$ cat config.mk
export PLATFORM = sky130hd
export DESIGN_NAME = rtcd_divider
export DESIGN_NICKNAME = d
export VERILOG_FILES = /design/src/rtcd_divider.v
export VERILOG_INCLUDE_DIRS = /design/src
export SDC_FILE = /design/constraint.sdc
export NUM_CORES = 1
export LEC_CHECK = 0
export BUFFER_PORTS_ARGS = -buffer_cell sky130_fd_sc_hd__buf_4
export CAP_MARGIN = 5
export CORE_MARGIN = 4
export CORE_UTILIZATION = 51
export CTS_CLUSTER_SIZE = 28
export DETAILED_ROUTE_END_ITERATION = 8
export PLACE_DENSITY = 0.81
export SYNTH_ARGS = -nofsm -noshare
export SYNTH_HDL_FRONTEND = slang
export SYNTH_SLANG_ARGS = --single-unit
$ cat constraint.sdc
create_clock -name pclk -period 2.35 [get_ports pclk]
set_input_delay 0.235 -clock pclk [delete_from_list [all_inputs] [get_ports pclk]]
set_output_delay 0.235 -clock pclk [all_outputs]
set_load 0.02 [all_outputs]
$ cat src/rtcd_map.vh
// Register offsets, field positions and reset values for the
// timekeeping clock divider and output control block.
// Assumes a 32-bit APB bus with word-aligned registers.
`ifndef RTCD_MAP_VH
`define RTCD_MAP_VH

// Register byte offsets.
`define RTCD_OFS_CTRL1      12'h000
`define RTCD_OFS_DIVCTRL    12'h004
`define RTCD_OFS_ALARMCNT   12'h008
`define RTCD_OFS_STATUS     12'h00C

// First control register fields.
`define RTCD_LOCK_BIT       11
`define RTCD_OE_BIT         7
`define RTCD_OSEL_HI        6
`define RTCD_OSEL_LO        4

// Second control register fields.
`define RTCD_DIV_HI         31
`define RTCD_DIV_LO         16
`define RTCD_FDIV_HI        15
`define RTCD_FDIV_LO        11
`define RTCD_PS_HI          5
`define RTCD_PS_LO          4
`define RTCD_CSEL_HI        1
`define RTCD_CSEL_LO        0

// Alarm repeat register fields.
`define RTCD_RPT_HI         7
`define RTCD_RPT_LO         0
`define RTCD_ROLL_BIT       8

// Status register fields.
`define RTCD_STAT_PIN_BIT   7
`define RTCD_STAT_DCLK_BIT  0

// Output select codes.
`define RTCD_OSEL_ALARM     3'h0
`define RTCD_OSEL_SECONDS   3'h1
`define RTCD_OSEL_DIVCLK    3'h2

// Clock source codes.
`define RTCD_CSEL_SECONDARY_OSCILLATOR      2'h0
`define RTCD_CSEL_LOW_POWER_INTERNAL_OSC      2'h1
`define RTCD_CSEL_PWRL      2'h2
`define RTCD_CSEL_PCLK      2'h3

// Prescale codes and terminal counts (ratio minus one).
`define RTCD_PS_1           2'h0
`define RTCD_PS_16          2'h1
`define RTCD_PS_64          2'h2
`define RTCD_PS_256         2'h3
`define RTCD_PSTC_1         8'h00
`define RTCD_PSTC_16        8'h0F
`define RTCD_PSTC_64        8'h3F
`define RTCD_PSTC_256       8'hFF

// Seconds per fractional trim window, minus one.
`define RTCD_FWIN_LAST      4'hF

// Reset values and counter constants.
`define RTCD_RST_WORD       32'h0000_0000
`define RTCD_RST_RPT        8'h00
`define RTCD_RPT_MAX        8'hFF
`define RTCD_ONE8           8'h01

`endif

$ cat src/rtcd_divider.v
// Clock source selection, prescaler, seconds divider with fractional trim,
// output pin routing, write lock and alarm repeat counter.
// Assumes an APB master on pclk; the secondary, internal and line clocks
// arrive as pins and are synchronised here; all sources act as edge enables.
//
// Local design decisions: register access over APB and the register addresses.
`timescale 1ns/1ps
`include "rtcd_map.vh"

// How it works
// Bit 11 of the first control register locks the timekeeping registers.
// Bit 7 enables driving the selected signal onto the clock output pin.
// The output select field picks alarm, seconds or divided input clock.
// An alarm event drops the repeat counter by one, except at 00 or when an unlocked write loads it that cycle.
// The counter never wraps from 00 to FF unless rollover is permitted.
// Bits 31 to 16 of the second register set the divider period.
// Bits 15 to 11 add that many prescaled ticks over every 16 seconds.
// Bits 5 to 4 pick a prescale of 1, 16, 64 or 256.
// Bits 1 to 0 pick the secondary, internal, line or peripheral clock.
// Bits 10 to 6 and 3 to 2 of the second register read zero.
// All writable fields of the second register reset to zero.
// The tick comes from source, then prescaler, then divider.
// While locked, writes to locked registers leave them unchanged.
module rtcd_divider
(
   input  wire        pclk,                 // Bus and logic clock.
   input  wire        presetn,              // Asynchronous reset, low.
   input  wire        psel,                 // APB select.
   input  wire        penable,              // APB enable.
   input  wire        pwrite,               // APB write direction.
   input  wire [11:0] paddr,                // APB byte address.
   input  wire [31:0] pwdata,               // APB write data.
   output reg  [31:0] prdata,               // APB read data.
   output reg         pready,               // APB ready.
   output reg         pslverr,              // APB error, unmapped address.
   input  wire        secondary_oscillator, // Secondary oscillator pin.
   input  wire        low_power_internal_osc, // Internal RC clock.
   input  wire        power_line_clock_pin, // Power line clock pin.
   input  wire        alarm_event,          // One-cycle alarm pulse.
   output reg         calendar_clock,       // Clock output pin level.
   output reg         calendar_clock_oe_n,  // Output enable, low drives.
   output reg         seconds_tick          // One-cycle seconds pulse.
);

   ////////////////////////////////////////////////////////////////////////
   // Register state.
   reg         timekeeping_write_lock;
   reg         clock_out_enable;
   reg  [2:0]  output_signal_select;
   reg  [15:0] divider_period;
   reg  [4:0]  fractional_trim;
   reg  [1:0]  prescale_select;
   reg  [1:0]  timekeeping_source_select;
   reg  [7:0]  repeat_count;
   reg         rollover_permit;

   // Synchronisers: first stage is read only by the second.
   reg  [2:0]  sync_a;
   reg  [2:0]  sync_b;
   reg         src_prev;

   // Tick chain state.
   reg  [7:0]  pre_count;
   reg  [15:0] div_count;
   reg  [4:0]  trim_count;
   reg  [3:0]  sec_index;
   reg         in_trim;
   reg         div_clk;
   reg         alarm_seen;

   wire        access;
   wire        wr_en;
   wire        src_level;
   wire        src_edge;
   wire [7:0]  pre_tc;
   wire        pre_tick;
   wire        div_done;
   wire [4:0]  trim_due;
   reg  [31:0] next_prdata;
   reg         next_pin;

   // Terminal count of the prescaler for a prescale code.
   function [7:0] pre_limit;
      input [1:0] code;
      begin
         case (code)
            `RTCD_PS_16:  pre_limit = `RTCD_PSTC_16;
            `RTCD_PS_64:  pre_limit = `RTCD_PSTC_64;
            `RTCD_PS_256: pre_limit = `RTCD_PSTC_256;
            default:      pre_limit = `RTCD_PSTC_1;
         endcase
      end
   endfunction

   // True when an address matches a register offset.
   function hit;
      input [11:0] addr;
      input [11:0] ofs;
      begin
         hit = (addr == ofs);
      end
   endfunction

   ////////////////////////////////////////////////////////////////////////
   // APB slave: zero wait states, ready in the access phase.
   assign access = psel & penable;
   assign wr_en  = access & pwrite;

   // Read mux; unimplemented bits and unmapped offsets read zero.
   always @*
   begin
      next_prdata = `RTCD_RST_WORD;
      if (hit(paddr, `RTCD_OFS_CTRL1))
      begin
         next_prdata[`RTCD_LOCK_BIT] = timekeeping_write_lock;
         next_prdata[`RTCD_OE_BIT]   = clock_out_enable;
         next_prdata[`RTCD_OSEL_HI:`RTCD_OSEL_LO] = output_signal_select;
      end
      else if (hit(paddr, `RTCD_OFS_DIVCTRL))
      begin
         next_prdata[`RTCD_DIV_HI:`RTCD_DIV_LO]   = divider_period;
         next_prdata[`RTCD_FDIV_HI:`RTCD_FDIV_LO] = fractional_trim;
         next_prdata[`RTCD_PS_HI:`RTCD_PS_LO]     = prescale_select;
         next_prdata[`RTCD_CSEL_HI:`RTCD_CSEL_LO] =
            timekeeping_source_select;
      end
      else if (hit(paddr, `RTCD_OFS_ALARMCNT))
      begin
         next_prdata[`RTCD_RPT_HI:`RTCD_RPT_LO] = repeat_count;
         next_prdata[`RTCD_ROLL_BIT]           = rollover_permit;
      end
      else if (hit(paddr, `RTCD_OFS_STATUS))
      begin
         next_prdata[`RTCD_STAT_PIN_BIT]  = calendar_clock;
         next_prdata[`RTCD_STAT_DCLK_BIT] = div_clk;
      end
   end

   // Bus answer registers; ready is raised in the setup cycle so the
   // access phase completes on its first edge.
   always @(posedge pclk or negedge presetn)
   begin
      if (!presetn)
      begin
         prdata  <= `RTCD_RST_WORD;
         pready  <= 1'b0;
         pslverr <= 1'b0;
      end
      else
      begin
         pready  <= psel & ~penable;
         prdata  <= next_prdata;
         pslverr <= psel & ~penable &
                    ~(hit(paddr, `RTCD_OFS_CTRL1) |
                      hit(paddr, `RTCD_OFS_DIVCTRL) |
                      hit(paddr, `RTCD_OFS_ALARMCNT) |
                      hit(paddr, `RTCD_OFS_STATUS));
      end
   end

   ////////////////////////////////////////////////////////////////////////
   // First control register. The lock bit itself stays writable so
   // software can release it.
   always @(posedge pclk or negedge presetn)
   begin
      if (!presetn)
      begin
         timekeeping_write_lock <= 1'b0;
         clock_out_enable       <= 1'b0;
         output_signal_select   <= `RTCD_OSEL_ALARM;
      end
      else if (wr_en && hit(paddr, `RTCD_OFS_CTRL1))
      begin
         timekeeping_write_lock <= pwdata[`RTCD_LOCK_BIT];
         clock_out_enable       <= pwdata[`RTCD_OE_BIT];
         output_signal_select   <= pwdata[`RTCD_OSEL_HI:`RTCD_OSEL_LO];
      end
   end

   // Divider control: ignored while locked, reserved bits dropped.
   always @(posedge pclk or negedge presetn)
   begin
      if (!presetn)
      begin
         divider_period            <= 16'h0000;
         fractional_trim           <= 5'h00;
         prescale_select           <= `RTCD_PS_1;
         timekeeping_source_select <= `RTCD_CSEL_SECONDARY_OSCILLATOR;
      end
      else if (wr_en && hit(paddr, `RTCD_OFS_DIVCTRL) &&
               !timekeeping_write_lock)
      begin
         divider_period  <= pwdata[`RTCD_DIV_HI:`RTCD_DIV_LO];
         fractional_trim <= pwdata[`RTCD_FDIV_HI:`RTCD_FDIV_LO];
         prescale_select <= pwdata[`RTCD_PS_HI:`RTCD_PS_LO];
         timekeeping_source_select <=
            pwdata[`RTCD_CSEL_HI:`RTCD_CSEL_LO];
      end
   end

   // Alarm repeat counter. An unlocked software write wins over a same-cycle alarm
   // decrement because it carries the fresh intended value.
   always @(posedge pclk or negedge presetn)
   begin
      if (!presetn)
      begin
         repeat_count    <= `RTCD_RST_RPT;
         rollover_permit <= 1'b0;
      end
      else if (wr_en && hit(paddr, `RTCD_OFS_ALARMCNT) &&
               !timekeeping_write_lock)
      begin
         repeat_count    <= pwdata[`RTCD_RPT_HI:`RTCD_RPT_LO];
         rollover_permit <= pwdata[`RTCD_ROLL_BIT];
      end
      else if (alarm_event)
      begin
         if (repeat_count != `RTCD_RST_RPT)
            repeat_count <= repeat_count - `RTCD_ONE8;
         else if (rollover_permit)
            repeat_count <= `RTCD_RPT_MAX;
      end
   end

   ////////////////////////////////////////////////////////////////////////
   // Source clocks are pins: two flops each, then pick one and find its
   // rising edge. The peripheral clock is pclk itself, so every cycle.
   always @(posedge pclk or negedge presetn)
   begin
      if (!presetn)
      begin
         sync_a   <= 3'h0;
         sync_b   <= 3'h0;
         src_prev <= 1'b0;
      end
      else
      begin
         sync_a   <= {power_line_clock_pin, low_power_internal_osc,
                      secondary_oscillator};
         sync_b   <= sync_a;
         src_prev <= src_level;
      end
   end

   assign src_level = (timekeeping_source_select == `RTCD_CSEL_LOW_POWER_INTERNAL_OSC) ?
                      sync_b[1] :
                      (timekeeping_source_select == `RTCD_CSEL_PWRL) ?
                      sync_b[2] : sync_b[0];
   assign src_edge  = (timekeeping_source_select == `RTCD_CSEL_PCLK) ?
                      1'b1 : (src_level & ~src_prev);

   ////////////////////////////////////////////////////////////////////////
   // Prescaler then divider; the trim adds prescaled ticks over a 16 s
   // window. Terminal tests use greater-or-equal so that a setting made
   // smaller mid-count ends the period at once instead of waiting for
   // the counter to wrap.
   assign pre_tc   = pre_limit(prescale_select);
   assign pre_tick = src_edge && (pre_count >= pre_tc);
   assign div_done = (div_count >= divider_period);

   // A trim of n gives n div 16 extra ticks in every second and one more
   // in each of the first n mod 16 seconds, so n in total per window.
   assign trim_due = {4'h0, fractional_trim[4]} +
                     ((sec_index < fractional_trim[3:0]) ? 5'h01 : 5'h00);

   always @(posedge pclk or negedge presetn)
   begin
      if (!presetn)
      begin
         pre_count    <= `RTCD_PSTC_1;
         div_count    <= 16'h0000;
         trim_count   <= 5'h00;
         sec_index    <= 4'h0;
         in_trim      <= 1'b0;
         div_clk      <= 1'b0;
         seconds_tick <= 1'b0;
      end
      else
      begin
         seconds_tick <= 1'b0;
         if (src_edge)
            pre_count <= pre_tick ? `RTCD_PSTC_1 : pre_count + `RTCD_ONE8;
         if (pre_tick)
         begin
            if (in_trim)
            begin
               // Extra ticks for the fractional trim, one per prescaled
               // tick; the second ends with the last of them.
               if (trim_count == 5'h01)
               begin
                  in_trim      <= 1'b0;
                  seconds_tick <= 1'b1;
                  sec_index    <= sec_index + 4'h1;
               end
               trim_count <= trim_count - 5'h01;
            end
            else if (div_done)
            begin
               div_count <= 16'h0000;
               div_clk   <= ~div_clk;
               if (trim_due != 5'h00)
               begin
                  in_trim    <= 1'b1;
                  trim_count <= trim_due;
               end
               else
               begin
                  seconds_tick <= 1'b1;
                  sec_index <= sec_index + 4'h1;
               end
            end
            else
               div_count <= div_count + 16'h0001;
         end
      end
   end

   ////////////////////////////////////////////////////////////////////////
   // Alarm is stretched into a level that toggles per event for the pin.
   always @(posedge pclk or negedge presetn)
   begin
      if (!presetn)
         alarm_seen <= 1'b0;
      else if (alarm_event)
         alarm_seen <= ~alarm_seen;
   end

   // Output pin routing; reserved codes drive low.
   always @*
   begin
      case (output_signal_select)
         `RTCD_OSEL_ALARM:   next_pin = alarm_seen;
         `RTCD_OSEL_SECONDS: next_pin = seconds_tick;
         `RTCD_OSEL_DIVCLK:  next_pin = div_clk;
         default:            next_pin = 1'b0;
      endcase
   end

   // Pin drive; disabled output floats with enable high.
   always @(posedge pclk or negedge presetn)
   begin
      if (!presetn)
      begin
         calendar_clock      <= 1'b0;
         calendar_clock_oe_n <= 1'b1;
      end
      else
      begin
         calendar_clock      <= clock_out_enable & next_pin;
         calendar_clock_oe_n <= ~clock_out_enable;
      end
   end

endmodule // rtcd_divider

; ---- Yosys cells after proc, flatten, opt, wreduce, memory -nomap -nowiden
; Index checks and enable logic that the tools add are counted.
; W data, S select, Z words.
[classes]
add_sub_neg = 6
magnitude_cmp = 3
n_eq_ne = 14
mux = 44
bitwise_logic = 16
n_reduce_logical = 20
[op_table]
columns = op, n
row1 = $mux W8, 5
row2 = $eq A12 B4 Y1 const B, 2
row3 = $mux W4, 6
row4 = $pmux W8 S3, 1
row5 = $mux W21, 1
row6 = $mux W1, 20
row7 = $mux W20, 1
row8 = $add A16 B1 Y16 const B, 1
row9 = $ge A16 B16 Y1, 1
row10 = $mux W16, 1
row11 = $mux W5, 3
row12 = $eq A12 B3 Y1 const B, 1
row13 = $logic_not A12 Y1, 1
row14 = $add A8 B1 Y8 const B, 1
row15 = $eq A2 B2 Y1 const B, 4
row16 = $ge A8 B8 Y1, 1
row17 = $reduce_bool A8 Y1, 1
row18 = $sub A8 B1 Y8 const B, 1
row19 = $not A1 Y1, 7
row20 = $and A1 B1 Y1, 6
row21 = $logic_and A1 B1 Y1, 6
row22 = $mux W2, 3
row23 = $mux W6, 1
row24 = $reduce_and A3 Y1, 2
row25 = other kinds (20), 26
[word_totals]
regBits = 117
input_bits = 53
output_inout_bits = 37

; ---- Depth between registers and ports, before layout
; Gate-level depths: netlist (run 1).
[logic_depth]
ltp_word = 8
depth_mapped = 11

; ---- Least setup slack after synthesis (run 1)
; No wires, ideal clock.
[synth_timing]
kind = reg2reg
startpoint = register div_count[0]
endpoint = register sec_index[1]
t_arrival_ps = 2249
t_required_ps = 2225
slack_ps = -24
stages_incl_launch_ff = 9
n_path_buf = 0
synth_period_minus_slack_ps = 2374
path_cell_list = dfrtp_1 > inv_1 > ha_1 > nand2b_1 > a2111o_1 > a311oi_2 > nand2_4 > o21ai_2 > mux2_2
[synth_via]
elab_chain_cells = 3
[synth_lines]
columns = element, line
row1 = from (decl), rtcd_divider.v:64  ; reg [15:0] div_count;
row2 = from (signal assigned), rtcd_divider.v:313  ; div_count <= div_count + 16'h0001;
row3 = $ge A16 B16 Y1, rtcd_divider.v:259  ; assign div_done = (div_count >= divider_period);
row4 = $reduce_bool A2 Y1 (no line), n/a
row5 = $reduce_and A4 Y1 (no line), n/a
row6 = to (signal assigned), rtcd_divider.v:293  ; sec_index <= sec_index + 4'h1;
row7 = to (signal assigned), rtcd_divider.v:309  ; sec_index <= sec_index + 4'h1;
row8 = to (decl), rtcd_divider.v:66  ; reg [3:0] sec_index;
; Every way passes these cells.
; A chain may end at the register's enable or synchronous reset.

; ---- Worst setup path in the final report (run 1)
[layout_timing]
startpoint = register divider_period[0]
endpoint = register div_count[9]
[layout_via]
elab_chain_cells = 2
[layout_lines]
columns = element, line
row1 = from (decl), rtcd_divider.v:50  ; reg [15:0] divider_period;
row2 = from (signal assigned), rtcd_divider.v:193  ; divider_period <= pwdata[`RTCD_DIV_HI:`RTCD_DIV_LO];
row3 = $ge A16 B16 Y1, rtcd_divider.v:259
row4 = $mux W16, rtcd_divider.v:297  ; else if (div_done)
; Every way passes these cells.

==> summary.md, run 1 <==
| Metric | Value |
|---|---|
| Post-synth EDFFs | `0` |
| Iter 0 DRT Violations | `between 400 and 500` |
| Setup ws final | `-31.7 ps` |
| Final period util | `101%` |
| Hpwl dp | `approximately 10000 um` |
| Status | `complete, but fails checks` |
| Final nets | `between 800 and 900` |
| Setup crit end kind | `flop` |
| Synth cell types | `58` |
| Worst Setup Path Type | `flop to flop` |
| Height of the chip | `around 110 um` |
| Delay of the slowest cell on the worst path | `around 450 ps` |
| Worst Path Arrival | `2740 ps` |
| Layout cells sized above 1 | `between 20% and 30%` |
| Chip width | `approximately 110 um` |
| Utilization after layout | `71.4%` |
| Post-synth ARST share | `100%` |
| Initial antenna violation count | `0` |
| H-tree levels | `4` |
| Pre-antenna DRT Iters | `5` |
| Cell family with most CP delay | `compound AO/OA/AOI/OAI gates` |
| Number of global-route vias before repair | `just over 5000` |
| Prevailing post-synth register cell | `dfrtp_1` |
| Crit path max-delay cell type | `a2111o_1` |
| Hold Fails Final Rpt | `0` |
| Crit path from | `divider_period[0]` |
| Mapped Avg Cell Area | `10.0 sq um` |
| Slew headroom | `between 60% and 70%` |
| Initial Util | `52.7%` |
| Fmax | `420 MHz` |
| Hold_sp | `pwdata[2]` |
| Routed WL per cell | `between 15 and 20 um` |
| Port Buffers | `between 80 and 90` |
| Vias | `5240` |
| Critical path launch point type | `flop` |
| Post-layout min period | `roughly 2400 ps` |
| Filler cells | `slightly below 700` |
| Gr usage total | `around a quarter` |
| Most frequent cells in the layout | `135 x buf_4, 116 x dfrtp_1, 62 x nand2_1` |
| Largest net degree at the start of global routing | `46` |
| GP Congestion | `between 0.8 and 0.9` |
| Clock Skews | `about 8.6 ps` |
| Clock Sinks | `between 100 and 150` |
| Routed Antenna Nets | `0` |
| Synth top area cells | `dfrtp_1 50%, ha_1 7.2%, o21ai_0 5.4%` |
| Power Dens Cells | `~730 mW/mm^2` |
| DIE AREA | `between 0.01 and 0.015 sq mm` |
| Violated checks | `setup timing` |
| MaxCap Viol Count | `0` |
| Buf/Inv on CP | `1` |
| Residual DRC | `0` |
| CTS Root Buffer Type | `clkbuf_16` |
| Clock Latency Late Sink | `approximately 420 ps` |
| CP cell instances | `ha_1 > nand2b_1 > a2111o_1 > a311oi_4 > nand2_4 > buf_4 > o21ai_0 > a22o_1` |
| Place WS | `-23.6 ps` |
| Cts bufs inserted | `17` |
| Clock buffer depth | `2` |
| Max-slew violation count | `0` |
| Routed wire length | `16700 um` |
| CORE AREA | `~0.011 sq mm` |
| Biggest area consumer among synthesized cells | `dfrtp_1` |
| Synthesized flop and latch total | `roughly 120` |
| Commonest non-fill, non-tap cell in the layout | `buf_4` |
| IO Pins | `90` |
| Worst vdd ir | `approximately 0.00061 V` |
| Worst-Margin Slew | `between 500 and 600 ps` |
| Worst hold path type | `input port to flop` |
| RSZ-0062 raised after global routing | `yes` |
| CTS tree | `built` |
| Multi-input gate area in the final layout | `about 0.0028 sq mm` |
| Final Setup Violations | `3` |
| First-pass GRT wire length | `25000 um` |
| Mapped Cells | `around 580` |
| YS warnings | `0` |
| Sequential Area | `a little under 0.003 sq mm` |
| Worst-path clk slew | `~60 ps` |
| Post-synthesis sequential area ratio | `50.9%` |
| Synth top area share | `about half` |
| Ant diodes | `0` |
| Post-synthesis cell area | `0.00576 sq mm` |
| Critical path fanouts, max | `13` |
| P&R area growth vs syn | `35.6%` |
| Vias per Instance | `between 6 and 7` |
| RR Startpoint | `divider_period[0]` |
| CP Data Required Time | `between 2000 and 3000 ps` |
| Cell row count | `38` |
| Leakage power | `0.00390 uW` |
| Setup TNS | `-36.5 ps` |
| Remaining global-route overflow | `0` |
==> sequential cells by signal, summed over array words and instances, names as in the netlist, 4 cells and up <==
| register | cells |
|---|---|
| trim_count | 5 |
| repeat_count | 8 |
| fractional_trim | 5 |
| divider_period | 16 |
| prdata | 30 |
| pre_count | 8 |
| sec_index | 4 |
| div_count | 16 |
==> cell type report <==
class                           instances  area share, %
Sequential cell                       117           37.5
Timing Repair Buffer                  145           14.8
Tap cell                              140           2.24
Clock buffer                           23           5.99
Inverter                               36           1.73
Clock inverter                          9           1.92
Multi-Input combinational cell        402           35.8
==> repair_timing <==
action | CTS | global route
pin swaps | 1 | 16
hold buffers | 5 | 0
setup buffers | 1 | 15
resized for setup | 8 | 42
gates cloned | 0 | 1
endpoints found under the setup margin | 19 | 40
hold endpoints to repair | 45 | 0
==> stage by stage <==
stage | hold WS (ps) | instance area [sq um] | total power [uW] | std cells
after floorplan | -60.6 | 5770 | 2580 | 577
after global placement | 261 | 6800 | 2800 | 818
after CTS | 12.3 | 7500 | 5590 | 856
after detailed placement | 271 | 6800 | 2840 | 818
final | 14.1 | 7810 | 5720 | 872
after global routing | 17.9 | 7810 | 5900 | 872
==> logic make-up (layout without fill, tap and decap cells) <==
family / Yosys count / in the layout / share of synthesized area, %
XOR/XNOR: 7 / 7 / 1.06
buffers and inverters: 58 / 213 / 4.11
adder cells (fa/ha/maj): 33 / 33 / 7.17
AND/OR/NAND/NOR: 209 / 209 / 18.7
AO/OA/AOI/OAI: 129 / 129 / 14.0
multiplexers: 22 / 22 / 4.08
flip-flops: 117 / 117 / 50.9
other: 1 / 2 / 0.0651
==> worst min-delay path, stage by stage <==
cell and delay (ps):
buf_4 80, nand2_1 30, o21ai_0 50
==> routing by layer <==
layer	track usage [%]	vias up	share of wire, %
met3	5.50	71	7.7
met1	29.2	2530	38
met5	0	-	0
met4	9.98	0	4.3
li1	-	2320	-
met2	42.2	319	50
==> Yosys cell counts, types with 2 or more instances <==
cell and count:
xnor2_1 5, a21oi_1 21, nor4_1 6, dfrtp_1 116, o31ai_1 2, nor3_1 11, a22o_1 11, nand3_1 26
and2_1 2, a21o_1 4, mux2i_1 10, nand4_1 6, buf_4 2, ha_1 33, nor2b_1 10, o211ai_1 3
a22oi_1 4, buf_2 3, xor2_1 2, clkbuf_1 16, a211oi_1 3, and3_1 34, nor2_1 31, and4_1 2
nand2_1 62, inv_1 36, o2bb2ai_1 4, nand2b_1 9, mux2_2 12, o21ai_0 62
==> final timing paths <==
path | endpoint | slack [ps] | depth (start not counted)
worst max-delay path | div_count[9] | -30 | 8
worst min-delay path | repeat_count[2] | 10 | 3
worst max register to register | div_count[9] | -30 | 8
worst min register to register | sync_b[0] | 350 | 0
max in group asynchronous | divider_period[7] | 1240 | 3
min in group asynchronous | sync_a[2] | 360 | 2
==> power by group <==
group,total (uW),leakage (uW),switching [uW],internal [uW]
combinational,693,0.00213,360,332
clock,2750,0.000297,926,1820
sequential,2280,0.00147,147,2130
Power figures use the tool's default switching activity.
==> inputs of run 2 (changes only) <==
Settings changed: MAX_ROUTING_LAYER from default to met4.
==> summary.md, run 2 (synthesis gave the netlist of run 1 again) <==
| Metric | Value |
|---|---|
| Critical path launch point type | `flop` |
| MaxCap Viol Count | `0 (unchanged)` |
| Pre-antenna DRT Iters | `7 (+2)` |
| Cell row count | `38 (unchanged)` |
| Port Buffers | `85 (unchanged)` |
| Leakage power | `0.00384 uW (-1.6%)` |
| GRT met3 Usage | `5.55% (+0.053 points)` |
| Most frequent cells in the layout | `126 x buf_4, 115 x dfrtp_1, 62 x nand2_1` |
| Design Area, Final | `0.00763 sq mm (-2.3%)` |
| Sequential Area | `0.00293 sq mm (about the same)` |
| CORE AREA | `0.0109 sq mm (unchanged)` |
| First-pass GRT wire length | `24100 um (-3.7%)` |
| Worst-path clk slew | `50 ps (about the same)` |
| Initial antenna violation count | `0 (unchanged)` |
| Power Dens Cells | `720 mW/mm^2 (-1.7%)` |
| Regs by FF count | `prdata x30, div_count x16, divider_period x16` |
| Switch share | `24.9% (-0.12 points)` |
| Remaining global-route overflow | `0 (unchanged)` |
| Max-slew violation count | `0 (unchanged)` |
| Commonest non-fill, non-tap cell in the layout | `buf_4` |
| Fmax | `408 MHz (-2.9%)` |
| Layout cells sized above 1 | `27.7% (-2.3 points)` |
| Final Setup Violations | `20 (+17)` |
| Hpwl dp | `9770 um (-2.4%)` |
| Vias | `5081 (-3.0%)` |
| Iter 0 DRT Violations | `430 (+3.1%)` |
| Cts bufs inserted | `17 (unchanged)` |
| Residual DRC | `0 (unchanged)` |
| Slew headroom | `63.7% (+2.7 points)` |
| Worst hold path type | `input port to flop` |
| Routed wire length | `15700 um (-6.2%)` |
| Top reg by flops | `prdata` |
| Critical path fanouts, max | `5 (-8)` |
| Grt met1 use | `29.1% (-0.049 points)` |
| Clock Skews | `7.12 ps (-1.50 ps)` |
| GR peak layer | `met2` |
| Vias per Instance | `5.89 (-2.0%)` |
| Routed WL per cell | `18.1 um (-5.2%)` |
| Routed Antenna Nets | `0 (unchanged)` |
| IO Pins | `90 (unchanged)` |
| Filler cells | `721 (+7.0%)` |
| Comb power frac | `11.7% (-0.4 points)` |
| Final nets | `796 (-1.1%)` |
| Setup crit end kind | `flop` |
| Register share of total power | `41.2% (+1.4 points)` |
| Number of global-route vias before repair | `4969 (-3.7%)` |
| Post-layout min period | `2450 ps (+71.6 ps)` |
| Worst vdd ir | `0.000479 V (-21%)` |
| Met2 usage | `39.4% (-2.8 points)` |
| Worst-Margin Slew | `544 ps (-41.2 ps)` |
| GP Congestion | `0.913 (+1.9%)` |
| Cell Area, Placed | `0.00677 sq mm (-0.44%)` |
| DIE AREA | `0.0131 sq mm (unchanged)` |
| Hold Fails Final Rpt | `0 (unchanged)` |
| Utilization after layout | `69.8% (-1.7 points)` |
| Multi-input gate area in the final layout | `0.00274 sq mm (-1.8%)` |
| Worst Path Arrival | `2740 ps (about the same)` |
| Status | `complete, but fails checks` |
| Worst Setup Path Type | `flop to flop` |
| Max reg flops | `30 (unchanged)` |
| Gr usage total | `23.8% (-0.46 points)` |
| P&R area growth vs syn | `32.5%` |
| Chip width | `114 um (unchanged)` |
| CTS tree | `built` |
| Height of the chip | `114 um (unchanged)` |
| Initial Util | `52.7% (unchanged)` |
| Largest net degree at the start of global routing | `58 (+26%)` |
| CTS Root Buffer Type | `clkbuf_16` |
| Ant diodes | `0 (unchanged)` |
| Violated checks | `setup timing` |
| Clock Sinks | `117 (unchanged)` |
| NetSw | `1370 uW (-4.4%)` |
| Final period util | `104% (+3.0 points)` |
| RSZ-0062 raised after global routing | `yes` |
| Int Power | `4130 uW (-3.8%)` |
| Clock Latency Late Sink | `410 ps (about the same)` |
| CP Data Required Time | `2640 ps (-70 ps)` |
| Clock buffer depth | `2 (unchanged)` |
| H-tree levels | `4 (unchanged)` |
| Part of the power in the clock network | `47.0% (-1.1 points)` |
| Setup ws final | `-103 ps (-71.6 ps)` |
==> run 2: worst max-delay path, stage by stage, from the launching register on <==
cell and delay (ps):
dfrtp_1 370, inv_1 70, ha_1 310, nand2b_4 150, a2111o_1 450, a311oi_4 220
buf_6 180, nand2_8 70, buf_6 130, o211ai_1 240, xnor2_1 120
==> run 2: routing by layer <==
| metal | vias up | part of all wire (%) |
|---|---|---|
| met5 | - | 0 |
| met4 | 0 | 3.2 |
| met3 | 61 | 6.6 |
| met2 | 247 | 51 |
| met1 | 2470 | 39 |
| li1 | 2303 | - |
==> run 2: what timing repair did <==
action | CTS | global route
hold endpoints to repair | 34 | 0
hold buffers | 5 | 0
gates resized for setup | 5 | 39
pin swaps | 4 | 20
gates cloned | 0 | 1
setup buffers | 1 | 10
endpoints found under the setup margin | 14 | 34
==> run 2: power by group through the flow <==
stage | Combinational [uW] | Sequential [uW] | Clock (uW)
floorplan | 304 | 2280 | 0
global placement | 529 | 2280 | 0
detailed placement | 562 | 2280 | 0
CTS | 584 | 2250 | 2590
global route | 706 | 2280 | 2700
finish | 646 | 2270 | 2580
==> run 2: final cells by class <==
type	instances	area share, %
clock buffers	23	6.00
flip-flops and latches	117	38.4
inverters	36	1.77
multi-input cells	403	36.0
repair buffers	135	13.9
well taps	140	2.30
clock inverters	9	1.67
==> run 2: worst paths after layout <==
kind                                    from                  end  slack, ps  cells after the start
worst min register to register     sync_a[2]            sync_b[2]        350                      0
worst max-delay path            div_count[0]         sec_index[3]       -100                     10
max in group asynchronous            presetn  calendar_clock_oe_n       1260                      3
worst min-delay path              pwdata[24]    divider_period[8]         30                      3
worst max register to register  div_count[0]         sec_index[3]       -100                     10
min in group asynchronous            presetn            sync_a[2]        310                      2
==> run 2: per-stage QoR <==
| step | setup TNS, ps | cells | worst slack (ps) | hold slack, ps | total power (uW) |
|---|---|---|---|---|---|
| after floorplan | 0 | 577 | 20.3 | -60.6 | 2580 |
| after global placement | 0 | 814 | 27.3 | 194 | 2810 |
| after detailed placement | -221 | 814 | -126 | 207 | 2850 |
| after CTS | 0 | 852 | 6.47 | 20.4 | 5420 |
| after global routing | -2050 | 863 | -145 | 29.9 | 5680 |
| final | -765 | 863 | -103 | 33.3 | 5500 |
